[config.mk]
export PLATFORM = sky130hd
export DESIGN_NAME = cxd_exec
export DESIGN_NICKNAME = d
export VERILOG_FILES = /design/src/verilog/cxd_pkg.sv /design/src/verilog/cxd_stack.sv /design/src/verilog/cxd_exec.sv
export SDC_FILE = /design/constraint.sdc
export NUM_CORES = 2
export LEC_CHECK = 0
export BUFFER_PORTS_ARGS = -buffer_cell sky130_fd_sc_hd__buf_2
export CAP_MARGIN = 20
export CORE_MARGIN = 3
export CORE_UTILIZATION = 45
export CTS_CLUSTER_DIAMETER = 200
export DETAILED_ROUTE_END_ITERATION = 16
export RECOVER_POWER = 100
export SYNTH_ARGS = -nofsm -noshare
export SYNTH_HDL_FRONTEND = slang
export SYNTH_SLANG_ARGS = --single-unit
[constraint.sdc]
create_clock -name clk_i -period 10.2 [get_ports clk_i]
set_clock_uncertainty 0.1 [all_clocks]
set_input_delay 3.06 -clock clk_i [delete_from_list [all_inputs] [get_ports clk_i]]
set_output_delay 3.06 -clock clk_i [all_outputs]
set_load 0.01 [all_outputs]
[src/verilog/cxd_pkg.sv]
/*
  cxd_pkg: shared constants, types and helpers of the execution unit
  for the clear, call and decrement operations.
  assumes: included by name only, never imported.
*/
package cxd_pkg;

  // ----------------------------------------------------------------
  // widths
  // ----------------------------------------------------------------
  localparam int ADDR_W = 12; // apb address width
  localparam int DATA_W = 32; // apb data width
  localparam int BYTE_W = 8; // data path width
  localparam int PC_W = 13; // program counter width
  localparam int K_W = 11; // immediate call target width
  localparam int F_W = 7; // file address width
  localparam int OP_W = 4; // operation code width
  localparam int PCL_W = 5; // pc high latch width
  localparam int PCL_SEL_W = 2; // latch bits feeding pc top
  localparam int STK_DEPTH = 8; // return stack levels
  localparam int SP_W = 3; // stack pointer width
  localparam int ST_W = 2; // sequencer state width

  // ----------------------------------------------------------------
  // register offsets (byte addresses)
  // ----------------------------------------------------------------
  localparam logic [ADDR_W-1:0] OFF_INSTR = 12'h000; // issue an operation
  localparam logic [ADDR_W-1:0] OFF_WREG = 12'h004; // working register
  localparam logic [ADDR_W-1:0] OFF_STATUS = 12'h008; // status flags
  localparam logic [ADDR_W-1:0] OFF_PC = 12'h00c; // program counter
  localparam logic [ADDR_W-1:0] OFF_PC_HIGH_LATCH = 12'h010; // pc high latch
  localparam logic [ADDR_W-1:0] OFF_TOS = 12'h014; // stack top, read only
  localparam logic [ADDR_W-1:0] OFF_STATE = 12'h018; // sequencer, read only
  localparam logic [ADDR_W-1:0] OFF_FILE_LO = 12'h200; // file word 0
  localparam logic [ADDR_W-1:0] OFF_FILE_HI = 12'h3fc; // file word 127

  // ----------------------------------------------------------------
  // field positions
  // ----------------------------------------------------------------
  localparam int INSTR_OP_LSB = 0; // operation code
  localparam int INSTR_D_BIT = 4; // destination select
  localparam int INSTR_F_LSB = 5; // file address
  localparam int INSTR_K_LSB = 16; // call target
  localparam int ST_Z_BIT = 2; // zero flag
  localparam int ST_PD_BIT = 3; // power down flag
  localparam int ST_TO_BIT = 4; // timeout flag
  localparam int STATE_SP_LSB = 4; // stack pointer in state word
  localparam int PCL_SEL_LSB = 3; // latch bits 4:3
  localparam int FILE_IDX_LSB = 2; // word index in file window

  // ----------------------------------------------------------------
  // values
  // ----------------------------------------------------------------
  localparam logic [BYTE_W-1:0] ZERO8 = 8'h00; // cleared byte
  localparam logic [BYTE_W-1:0] ONE8 = 8'h01; // decrement step
  localparam logic [PC_W-1:0] PC_RST = 13'h0000; // pc after reset
  localparam logic [PC_W-1:0] PC_STEP = 13'h0001; // pc increment
  localparam logic [PCL_W-1:0] PC_HIGH_LATCH_RST = 5'h00; // latch after reset

  // ----------------------------------------------------------------
  // types
  // ----------------------------------------------------------------
  typedef enum logic [OP_W-1:0] {
    nop_op = 4'h0,
    watchdog_clear_op = 4'h1,
    call_op = 4'h2,
    complement_file_op = 4'h3,
    clear_file_op = 4'h4,
    decrement_file_op = 4'h5,
    clear_work_reg_op = 4'h6,
    decrement_skip_zero_op = 4'h7
  } cxd_op_e;

  typedef enum logic [ST_W-1:0] {
    ST_IDLE = 2'b00, // waiting for an issue
    ST_EXEC = 2'b01, // first instruction cycle
    ST_SECOND = 2'b10 // second cycle of call or skip
  } cxd_state_e;

  typedef struct packed {
    cxd_op_e op; // operation
    logic dest; // 0 working register, 1 file
    logic [F_W-1:0] faddr; // file address
    logic [K_W-1:0] k; // call target
  } cxd_instr_s;

  typedef struct packed {
    logic timeout_flag; // set by watchdog clear
    logic power_down_flag; // set by watchdog clear
    logic zero; // result was zero
  } cxd_status_s;

  localparam cxd_instr_s INSTR_RST = '{op: nop_op, dest: 1'b0, faddr: 7'h00, k: 11'h000};
  localparam cxd_status_s STATUS_RST = '{timeout_flag: 1'b1, power_down_flag: 1'b1, zero: 1'b0};

  // next sequential program address
  function automatic logic [PC_W-1:0] pc_inc(input logic [PC_W-1:0] pc);
    return pc + PC_STEP;
  endfunction

endpackage

[src/verilog/cxd_stack.sv]
/*
  cxd_stack: hardware return stack, circular, push only.
  assumes: one push per cycle at most; oldest entry is overwritten
  when more than the depth are pushed.
*/
`timescale 1ns/1ps
module cxd_stack (
  input wire logic clk_i, // core clock
  input wire logic nrst_i, // async reset, active low
  input wire logic push_i, // push one return address
  input wire logic [cxd_pkg::PC_W-1:0] data_i, // address to push
  output logic [cxd_pkg::PC_W-1:0] top_o, // current top entry
  output logic [cxd_pkg::SP_W-1:0] sp_o // next free slot
);

  // ----------------------------------------------------------------
  // storage
  // ----------------------------------------------------------------
  logic [cxd_pkg::PC_W-1:0] mem_q [cxd_pkg::STK_DEPTH]; // stack levels
  logic [cxd_pkg::SP_W-1:0] sp_q; // write pointer
  logic [cxd_pkg::PC_W-1:0] top_q; // copy of newest entry

  // pointer and top copy
  always_ff @(posedge clk_i or negedge nrst_i) begin
    if (!nrst_i) begin
      sp_q <= '0;
      top_q <= cxd_pkg::PC_RST;
    end else if (push_i) begin
      sp_q <= sp_q + 3'h1;
      top_q <= data_i;
    end
  end

  // level array, no reset needed
  always_ff @(posedge clk_i) begin
    if (push_i) begin
      mem_q[sp_q] <= data_i;
    end
  end

  assign top_o = top_q;
  assign sp_o = sp_q;

endmodule

[src/verilog/cxd_exec.sv]
/*
  cxd_exec: execution unit for watchdog clear, call, complement,
  clear file, clear working register, decrement and decrement-skip,
  with its data file, working register, status, pc and latch,
  all reached over an apb slave.
  assumes: one clock; apb master per amba apb; watchdog counter and
  its prescaler live outside and obey the clear pulse.
*/
// Added by the designer: the APB register port and the register offsets.
// Summary of operation
// RULE1: watchdog clear zeroes counter and prescaler
// RULE2: watchdog clear sets timeout, power down flags
// RULE3: call pushes pc plus one onto stack
// RULE4: call loads 11-bit target into pc low
// RULE5: call loads pc top from latch bits
// RULE6: call takes two cycles, flags untouched
// RULE7: complement writes inverted file, updates zero
// RULE8: destination bit zero selects working register
// RULE9: clear file writes zero, sets zero flag
// RULE10: decrement writes file minus one, zero flag
// RULE11: clear working register zeroes it, sets zero
// RULE12: decrement-skip writes result, flags untouched
// RULE13: zero result discards next fetch, two cycles
// RULE14: nonzero result runs next, single cycle
`timescale 1ns/1ps
module cxd_exec (
  input wire logic clk_i, // core clock, 50 mhz
  input wire logic nrst_i, // async reset, active low
  input wire logic psel_i, // apb select
  input wire logic penable_i, // apb access phase
  input wire logic pwrite_i, // apb write
  input wire logic [cxd_pkg::ADDR_W-1:0] paddr_i, // apb byte address
  input wire logic [cxd_pkg::DATA_W-1:0] pwdata_i, // apb write data
  output logic [cxd_pkg::DATA_W-1:0] prdata_o, // apb read data
  output logic pready_o, // apb ready
  output logic pslverr_o, // apb error, unmapped address
  output logic wdt_clear_o, // clear watchdog counter to zero
  output logic prescaler_clear_o, // clear watchdog prescaler
  output logic flush_o, // discarded fetch marker
  output logic [cxd_pkg::PC_W-1:0] pc_o, // program counter
  output logic [cxd_pkg::PC_W-1:0] stack_top_o // newest return address
);

  // ----------------------------------------------------------------
  // state
  // ----------------------------------------------------------------
  cxd_pkg::cxd_state_e state_q, state_d; // sequencer
  cxd_pkg::cxd_instr_s instr_q, instr_d; // operation in flight
  cxd_pkg::cxd_status_s status_q, status_d; // flags
  logic [cxd_pkg::BYTE_W-1:0] w_q, w_d; // working register
  logic [cxd_pkg::PC_W-1:0] pc_q, pc_d; // program counter
  logic [cxd_pkg::PCL_W-1:0] pc_high_latch_q, pc_high_latch_d; // pc high latch
  logic skip_q, skip_d; // pending discard of next fetch
  logic wdt_clr_q, wdt_clr_d; // watchdog clear pulse
  logic flush_q, flush_d; // fetch discarded
  logic pready_q; // apb answer
  logic pslverr_q; // apb error answer
  logic [cxd_pkg::DATA_W-1:0] prdata_q, rdata_w; // read data
  logic [cxd_pkg::BYTE_W-1:0] file_q [2**cxd_pkg::F_W]; // data file

  // file write port
  logic fwe; // write enable
  logic [cxd_pkg::F_W-1:0] fwa; // write address
  logic [cxd_pkg::BYTE_W-1:0] fwd; // write data
  logic push_w; // return stack push
  logic [cxd_pkg::SP_W-1:0] sp_w; // stack pointer

  // ----------------------------------------------------------------
  // apb decode
  // ----------------------------------------------------------------
  wire idle_w = (state_q == cxd_pkg::ST_IDLE); // accepts accesses
  wire acc_w = psel_i & penable_i & ~pready_q & idle_w; // access taken
  wire hit_instr = (paddr_i == cxd_pkg::OFF_INSTR); // issue
  wire hit_wreg = (paddr_i == cxd_pkg::OFF_WREG); // working register
  wire hit_status = (paddr_i == cxd_pkg::OFF_STATUS); // flags
  wire hit_pc = (paddr_i == cxd_pkg::OFF_PC); // program counter
  wire hit_pc_high_latch = (paddr_i == cxd_pkg::OFF_PC_HIGH_LATCH); // latch
  wire hit_tos = (paddr_i == cxd_pkg::OFF_TOS); // stack top
  wire hit_state = (paddr_i == cxd_pkg::OFF_STATE); // sequencer
  wire hit_file = (paddr_i >= cxd_pkg::OFF_FILE_LO) &&
                  (paddr_i <= cxd_pkg::OFF_FILE_HI) &&
                  (paddr_i[cxd_pkg::FILE_IDX_LSB-1:0] == '0); // file word
  wire mapped_w = hit_instr | hit_wreg | hit_status | hit_pc | hit_pc_high_latch |
                  hit_tos | hit_state | hit_file; // any register
  wire wr_w = acc_w & pwrite_i & mapped_w; // write takes effect
  wire [cxd_pkg::F_W-1:0] fidx = paddr_i[cxd_pkg::FILE_IDX_LSB +: cxd_pkg::F_W];

  // operation word as written by software
  cxd_pkg::cxd_instr_s new_instr;
  assign new_instr = '{
    op: cxd_pkg::cxd_op_e'(pwdata_i[cxd_pkg::INSTR_OP_LSB +: cxd_pkg::OP_W]),
    dest: pwdata_i[cxd_pkg::INSTR_D_BIT],
    faddr: pwdata_i[cxd_pkg::INSTR_F_LSB +: cxd_pkg::F_W],
    k: pwdata_i[cxd_pkg::INSTR_K_LSB +: cxd_pkg::K_W]};

  // ----------------------------------------------------------------
  // datapath
  // ----------------------------------------------------------------
  wire ex_w = (state_q == cxd_pkg::ST_EXEC); // executing
  wire [cxd_pkg::BYTE_W-1:0] fval = file_q[instr_q.faddr]; // operand
  wire [cxd_pkg::BYTE_W-1:0] comp_w = ~fval; // complement
  wire [cxd_pkg::BYTE_W-1:0] dec_w = fval - cxd_pkg::ONE8; // decrement
  wire [cxd_pkg::BYTE_W-1:0] res_w =
    (instr_q.op == cxd_pkg::complement_file_op) ? comp_w : dec_w; // RULE7
  wire res_zero = (res_w == cxd_pkg::ZERO8); // result is zero
  wire [cxd_pkg::PC_W-1:0] call_pc = {pc_high_latch_q[cxd_pkg::PCL_SEL_LSB +: cxd_pkg::PCL_SEL_W],
                                      instr_q.k}; // RULE4 RULE5

  // ----------------------------------------------------------------
  // sequencer and register next values
  // ----------------------------------------------------------------
  // apb writes only land while idle, execution only while busy, so
  // a hardware flag set never meets a software write in one cycle
  always_comb begin
    state_d = state_q;
    instr_d = instr_q;
    status_d = status_q;
    w_d = w_q;
    pc_d = pc_q;
    pc_high_latch_d = pc_high_latch_q;
    skip_d = skip_q;
    wdt_clr_d = 1'b0;
    flush_d = 1'b0;
    fwe = 1'b0;
    fwa = fidx;
    fwd = pwdata_i[cxd_pkg::BYTE_W-1:0];
    push_w = 1'b0;
    case (state_q)
      cxd_pkg::ST_IDLE: begin
        // software register writes and issue
        if (wr_w && hit_instr) begin
          instr_d = new_instr;
          state_d = cxd_pkg::ST_EXEC;
        end else if (wr_w && hit_wreg) begin
          w_d = pwdata_i[cxd_pkg::BYTE_W-1:0];
        end else if (wr_w && hit_status) begin
          status_d.zero = pwdata_i[cxd_pkg::ST_Z_BIT];
          status_d.power_down_flag = pwdata_i[cxd_pkg::ST_PD_BIT];
          status_d.timeout_flag = pwdata_i[cxd_pkg::ST_TO_BIT];
        end else if (wr_w && hit_pc) begin
          pc_d = pwdata_i[cxd_pkg::PC_W-1:0];
        end else if (wr_w && hit_pc_high_latch) begin
          pc_high_latch_d = pwdata_i[cxd_pkg::PCL_W-1:0];
        end else if (wr_w && hit_file) begin
          fwe = 1'b1;
        end
      end
      cxd_pkg::ST_EXEC: begin
        // first instruction cycle
        pc_d = cxd_pkg::pc_inc(pc_q);
        state_d = cxd_pkg::ST_IDLE;
        case (instr_q.op)
          cxd_pkg::watchdog_clear_op: begin
            wdt_clr_d = 1'b1; // RULE1
            status_d.timeout_flag = 1'b1; // RULE2
            status_d.power_down_flag = 1'b1; // RULE2
          end
          cxd_pkg::call_op: begin
            push_w = 1'b1; // RULE3
            pc_d = call_pc; // RULE4 RULE5
            state_d = cxd_pkg::ST_SECOND; // RULE6
          end
          cxd_pkg::complement_file_op, cxd_pkg::decrement_file_op: begin
            if (instr_q.dest) begin
              fwe = 1'b1; // RULE8
              fwa = instr_q.faddr;
              fwd = res_w;
            end else begin
              w_d = res_w; // RULE8
            end
            status_d.zero = res_zero; // RULE7 RULE10
          end
          cxd_pkg::decrement_skip_zero_op: begin
            if (instr_q.dest) begin
              fwe = 1'b1; // RULE8 RULE12
              fwa = instr_q.faddr;
              fwd = dec_w;
            end else begin
              w_d = dec_w; // RULE8 RULE12
            end
            if (res_zero) begin // RULE13 RULE14
              skip_d = 1'b1; // RULE13
              state_d = cxd_pkg::ST_SECOND; // RULE13
            end
          end
          cxd_pkg::clear_file_op: begin
            fwe = 1'b1; // RULE9
            fwa = instr_q.faddr;
            fwd = cxd_pkg::ZERO8;
            status_d.zero = 1'b1; // RULE9
          end
          cxd_pkg::clear_work_reg_op: begin
            w_d = cxd_pkg::ZERO8; // RULE11
            status_d.zero = 1'b1; // RULE11
          end
          default: begin
            // no operation, pc only
          end
        endcase
      end
      cxd_pkg::ST_SECOND: begin
        // refill cycle; a pending skip steps over the fetched word
        if (skip_q) begin
          pc_d = cxd_pkg::pc_inc(pc_q); // RULE13
        end
        flush_d = skip_q;
        skip_d = 1'b0;
        state_d = cxd_pkg::ST_IDLE;
      end
      default: begin
        state_d = cxd_pkg::ST_IDLE;
      end
    endcase
  end

  // ----------------------------------------------------------------
  // read mux
  // ----------------------------------------------------------------
  always_comb begin
    rdata_w = '0;
    if (hit_instr) begin
      rdata_w[cxd_pkg::INSTR_OP_LSB +: cxd_pkg::OP_W] = instr_q.op;
      rdata_w[cxd_pkg::INSTR_D_BIT] = instr_q.dest;
      rdata_w[cxd_pkg::INSTR_F_LSB +: cxd_pkg::F_W] = instr_q.faddr;
      rdata_w[cxd_pkg::INSTR_K_LSB +: cxd_pkg::K_W] = instr_q.k;
    end else if (hit_wreg) begin
      rdata_w[cxd_pkg::BYTE_W-1:0] = w_q;
    end else if (hit_status) begin
      rdata_w[cxd_pkg::ST_Z_BIT] = status_q.zero;
      rdata_w[cxd_pkg::ST_PD_BIT] = status_q.power_down_flag;
      rdata_w[cxd_pkg::ST_TO_BIT] = status_q.timeout_flag;
    end else if (hit_pc) begin
      rdata_w[cxd_pkg::PC_W-1:0] = pc_q;
    end else if (hit_pc_high_latch) begin
      rdata_w[cxd_pkg::PCL_W-1:0] = pc_high_latch_q;
    end else if (hit_tos) begin
      rdata_w[cxd_pkg::PC_W-1:0] = stack_top_o;
    end else if (hit_state) begin
      rdata_w[cxd_pkg::ST_W-1:0] = state_q;
      rdata_w[cxd_pkg::STATE_SP_LSB +: cxd_pkg::SP_W] = sp_w;
    end else if (hit_file) begin
      rdata_w[cxd_pkg::BYTE_W-1:0] = file_q[fidx];
    end
  end

  // ----------------------------------------------------------------
  // flops
  // ----------------------------------------------------------------
  // control and architectural state
  always_ff @(posedge clk_i or negedge nrst_i) begin
    if (!nrst_i) begin
      state_q <= cxd_pkg::ST_IDLE;
      instr_q <= cxd_pkg::INSTR_RST;
      status_q <= cxd_pkg::STATUS_RST;
      w_q <= cxd_pkg::ZERO8;
      pc_q <= cxd_pkg::PC_RST;
      pc_high_latch_q <= cxd_pkg::PC_HIGH_LATCH_RST;
      skip_q <= 1'b0;
      wdt_clr_q <= 1'b0;
      flush_q <= 1'b0;
    end else begin
      state_q <= state_d;
      instr_q <= instr_d;
      status_q <= status_d;
      w_q <= w_d;
      pc_q <= pc_d;
      pc_high_latch_q <= pc_high_latch_d;
      skip_q <= skip_d;
      wdt_clr_q <= wdt_clr_d;
      flush_q <= flush_d;
    end
  end

  // apb answer, one wait state per access once the sequencer is idle
  always_ff @(posedge clk_i or negedge nrst_i) begin
    if (!nrst_i) begin
      pready_q <= 1'b0;
      pslverr_q <= 1'b0;
      prdata_q <= '0;
    end else begin
      pready_q <= acc_w;
      pslverr_q <= acc_w & ~mapped_w;
      prdata_q <= acc_w ? rdata_w : prdata_q;
    end
  end

  // data file, contents undefined until written
  always_ff @(posedge clk_i) begin
    if (fwe) begin
      file_q[fwa] <= fwd;
    end
  end

  // ----------------------------------------------------------------
  // return stack
  // ----------------------------------------------------------------
  cxd_stack u_stack (
    .clk_i(clk_i),
    .nrst_i(nrst_i),
    .push_i(push_w), // RULE3
    .data_i(cxd_pkg::pc_inc(pc_q)), // RULE3
    .top_o(stack_top_o),
    .sp_o(sp_w)
  );

  assign prdata_o = prdata_q;
  assign pready_o = pready_q;
  assign pslverr_o = pslverr_q;
  assign wdt_clear_o = wdt_clr_q;
  assign prescaler_clear_o = wdt_clr_q;
  assign flush_o = flush_q;
  assign pc_o = pc_q;

  wire is_call = ex_w && (instr_q.op == cxd_pkg::call_op);
  wire is_wdt = ex_w && (instr_q.op == cxd_pkg::watchdog_clear_op);
  wire is_dsz = ex_w && (instr_q.op == cxd_pkg::decrement_skip_zero_op);
  wire is_rmw = ex_w && (instr_q.op == cxd_pkg::complement_file_op ||
                         instr_q.op == cxd_pkg::decrement_file_op ||
                         instr_q.op == cxd_pkg::decrement_skip_zero_op);
endmodule

==> flow_summary.json <==
{
  "cts_buffers": 116,
  "setup_viol": 0,
  "ys_async_sr_fraction": 0.08816,
  "drtAntennaViolNets": 0,
  "fin_crit_ps": 8271,
  "drtIter0Drc": 4837,
  "synth_ff_type": "edfxtp_1",
  "placed_area_um2": 56260,
  "grt_antenna_before_repair": 5,
  "final_cell_count_no_fill": 4785,
  "p_comb_frac": 0.048,
  "clock_latency_ps": 730,
  "grt_pass1_wl_um": 241900,
  "final_area_um2": 59910,
  "ys_seq_elements": 1123,
  "grtUsageMet2": 0.4443,
  "reg2reg_from": "instr_q[11]",
  "r2r_end": "file_q[73][6]",
  "ios": 112,
  "wl_per_cell_um": 35.75,
  "h-tree-depth": 3,
  "grt.met1_usage": 0.3725,
  "clk_pin_slew_worst_paths_ps": 60,
  "tns_ps": 0,
  "maxSlewHeadroom": -1.505,
  "share_seq_of_total_power": 0.508,
  "crit_path_cell_trace": "buf_12, mux4_2, nor3_1, a21oi_1, o21ai_0, nand4_1, inv_1, ha_1, nand3_1, o41ai_2, xor2_1, a22o_1, buf_16",
  "rsz0062_at_grt": "false",
  "wl_um": 171000,
  "cp.arrival_ps": 8600,
  "leakage_uw": 0.01931,
  "min_from": "prdata_o[23]",
  "dp_slack_ps": 2844,
  "grt-ovfl-total": 0,
  "grt_use_met3": 0.05729,
  "cp_slowest_cell": "dfrtp_1",
  "drc": 0,
  "core_area_um2": 118200,
  "via_per_inst": 6.740,
  "drive_above_1_share": 0.2742,
  "power.density_nw_per_um2": 165.7,
  "dieArea_um2": 123600,
  "cp-start-kind": "flip-flop",
  "yosysSeqAreaShare": 0.6186,
  "crit_start": "instr_q[11]",
  "holdPathEnd": "prdata_o[23]",
  "timing.fmax_mhz": 120.9,
  "syn-cell-area_um2": 53720,
  "cap_violations": 5,
  "critPathMaxStageDelay_ps": 2000,
  "layout_common_cells": "edfxtp_1, mux4_2, nor2_1, clkbuf_1, nand2_1",
  "portBuffers": 95,
  "dr.pass1.iters": 5,
  "cts_hold_buf": 0,
  "crit_family": "compound AO/OA/AOI/OAI gates",
  "syn_to_final_growth_pct": 11.53,
  "cts_tree": "done",
  "cts_resized": 0,
  "path_buf_inv": 3,
  "slew_viol_final": 163,
  "syn_avg_cell_area_um2": 17.85,
  "top_usage_layer": "met2",
  "setup_ws_ps": 1929,
  "num_rows": 126,
  "endpoint_kind": "flip-flop",
  "swShare": 0.2137,
  "dr_total_vias": 32250,
  "nNetsFinal": 3201,
  "rr_worst_depth": 13,
  "yosysWarningCount": 0,
  "tightest_slew_ps": 3757,
  "synth_edf_count": 1024,
  "cp_max_fo": 101,
  "p_int_uw": 7804,
  "p_sw_uw": 2121,
  "hold_path_class": "reg -> reg",
  "clock-root-buffer": "clkbuf_16",
  "worst_ep_required_time_ps": 10530,
  "gp_congestion": 0.9564,
  "grt.total_usage": 0.2777,
  "layout_commonest_cell": "edfxtp_1",
  "fp.dieH_um": 351.5,
  "grt_max_degree": 147,
  "num-fill-cells": 9524,
  "reg2reg_slack_ps": 1930,
  "whs_path_depth": 2,
  "irDropWorstVdd_v": 0.0001525,
  "die-width_um": 351.5,
  "clockBufferDepth": 3,
  "hold_violations": 0,
  "outcome": "finished, violations left",
  "fin_crit_sh": 0.8109,
  "violations": "max-capacitance violations, max-slew violations",
  "first_global_vias": 32260,
  "criticalPathCategory": "reg -> reg",
  "cts_sinks": 1123,
  "pwr-share-clk": 0.444,
  "dp.cells": 4534,
  "synthCells": 3009,
  "cts_setup_buffers": 0,
  "hpwl_um": 111800,
  "power.total_uw": 9924,
  "start_util": 0.4543,
  "netlist-cell-type-count": 70
}
-- cell usage after synthesis (15+ instances only) --
cell type	count	area [um2]
o211ai_1	29	217.7
buf_1	47	176.4
o21ai_0	100	500.5
o21ai_1	15	75.07
nor3_1	28	140.1
inv_1	39	146.4
buf_2	30	150.1
nand3_1	26	130.1
mux2i_1	133	1331
a22oi_1	39	292.8
edfxtp_1	1024	30750
a31oi_1	18	112.6
a221oi_1	21	183.9
a21oi_1	51	255.2
clkbuf_1	113	424.2
mux2_2	40	450.4
nand2_1	159	596.8
xnor2_1	15	131.4
mux4_2	563	12680
nor2_1	192	720.7
nor2b_1	24	150.1
buf_4	27	202.7
dfrtp_1	97	2427
nand2b_1	16	100.1
o22ai_1	18	112.6
-- worst min-delay path, cell delays in order (launching register included) --
cell	delay, ps
dfrtp_1	340
nand2_1	40
o21ai_0	60
-- metal layers --
layer  wire, um  vias to the layer above
li1           -                    12830
met1      64650                    17010
met2      80980                     1996
met3      16650                      422
met4       8769                        0
met5          0                        -
-- registers in the layout, indices dropped and copies added (netlist names), 3 cells and up --
name and flops:
prdata_o 24, file_q 1024, pc_o 13, pc_high_latch_q 5, w_q 8, call_pc 11
u_stack.top_o 13, u_stack.sp_o 3, instr_q 12, status_q 3
-- power by group through the flow --
stage	clock, uW	sequential [uW]	combinational (uW)
5_1_grt	4660	5040	502
4_1_cts	4460	5040	476
3_3_place_gp	0	5130	466
2_1_floorplan	0	5140	290
6_report	4410	5040	478
3_5_place_dp	0	5140	476
-- through the flow --
step                hold slack [ps]  utilization
CTS                           380.8       0.5092
detailed placement            367.3       0.4758
floorplan                     343.2            -
finish                        377.4       0.5067
global placement              360.5       0.4735
global route                  416.0       0.5066
-- how the worst max path moves through the flow --
stage / cells past startpoint / slack (ps) / endpoint
floorplan: 12 / 230 / file_q[0][7]
global placement: 8 / 2850 / file_q[23][4]
detailed placement: 8 / 2840 / file_q[7][3]
CTS: 15 / 3130 / file_q[51][7]
global route: 14 / 1340 / file_q[25][7]
finish: 13 / 1930 / file_q[73][6]
-- area by class of cell --
type	instances	area [um2]	share of cell area
Clock inverter	73	790.8	0.01320
Sequential cell	1123	33240	0.5549
Clock buffer	146	3152	0.05261
Inverter	42	157.7	0.002632
Tap cell	1536	1922	0.03208
Multi-Input combinational cell	1624	19330	0.3226
Timing Repair Buffer	238	1309	0.02185
Antenna cell	3	7.507	0.0001253
-- kinds of logic (layout without fill, tap and decap cells) --
group | Yosys count | count (layout) | synth area share
and+or+nand+nor | 491 | 491 | 0.04011
buffers and inverters | 269 | 499 | 0.02278
xor gates and xnor gates | 24 | 24 | 0.004053
DFF | 1123 | 1123 | 0.6186
adders and majority gates | 7 | 7 | 0.001630
other | 1 | 11 | 0.00006981
muxes | 736 | 736 | 0.2692
AOI/OAI and AO/OA | 358 | 358 | 0.04353
Note: power is estimated with default switching activity, not from simulation.
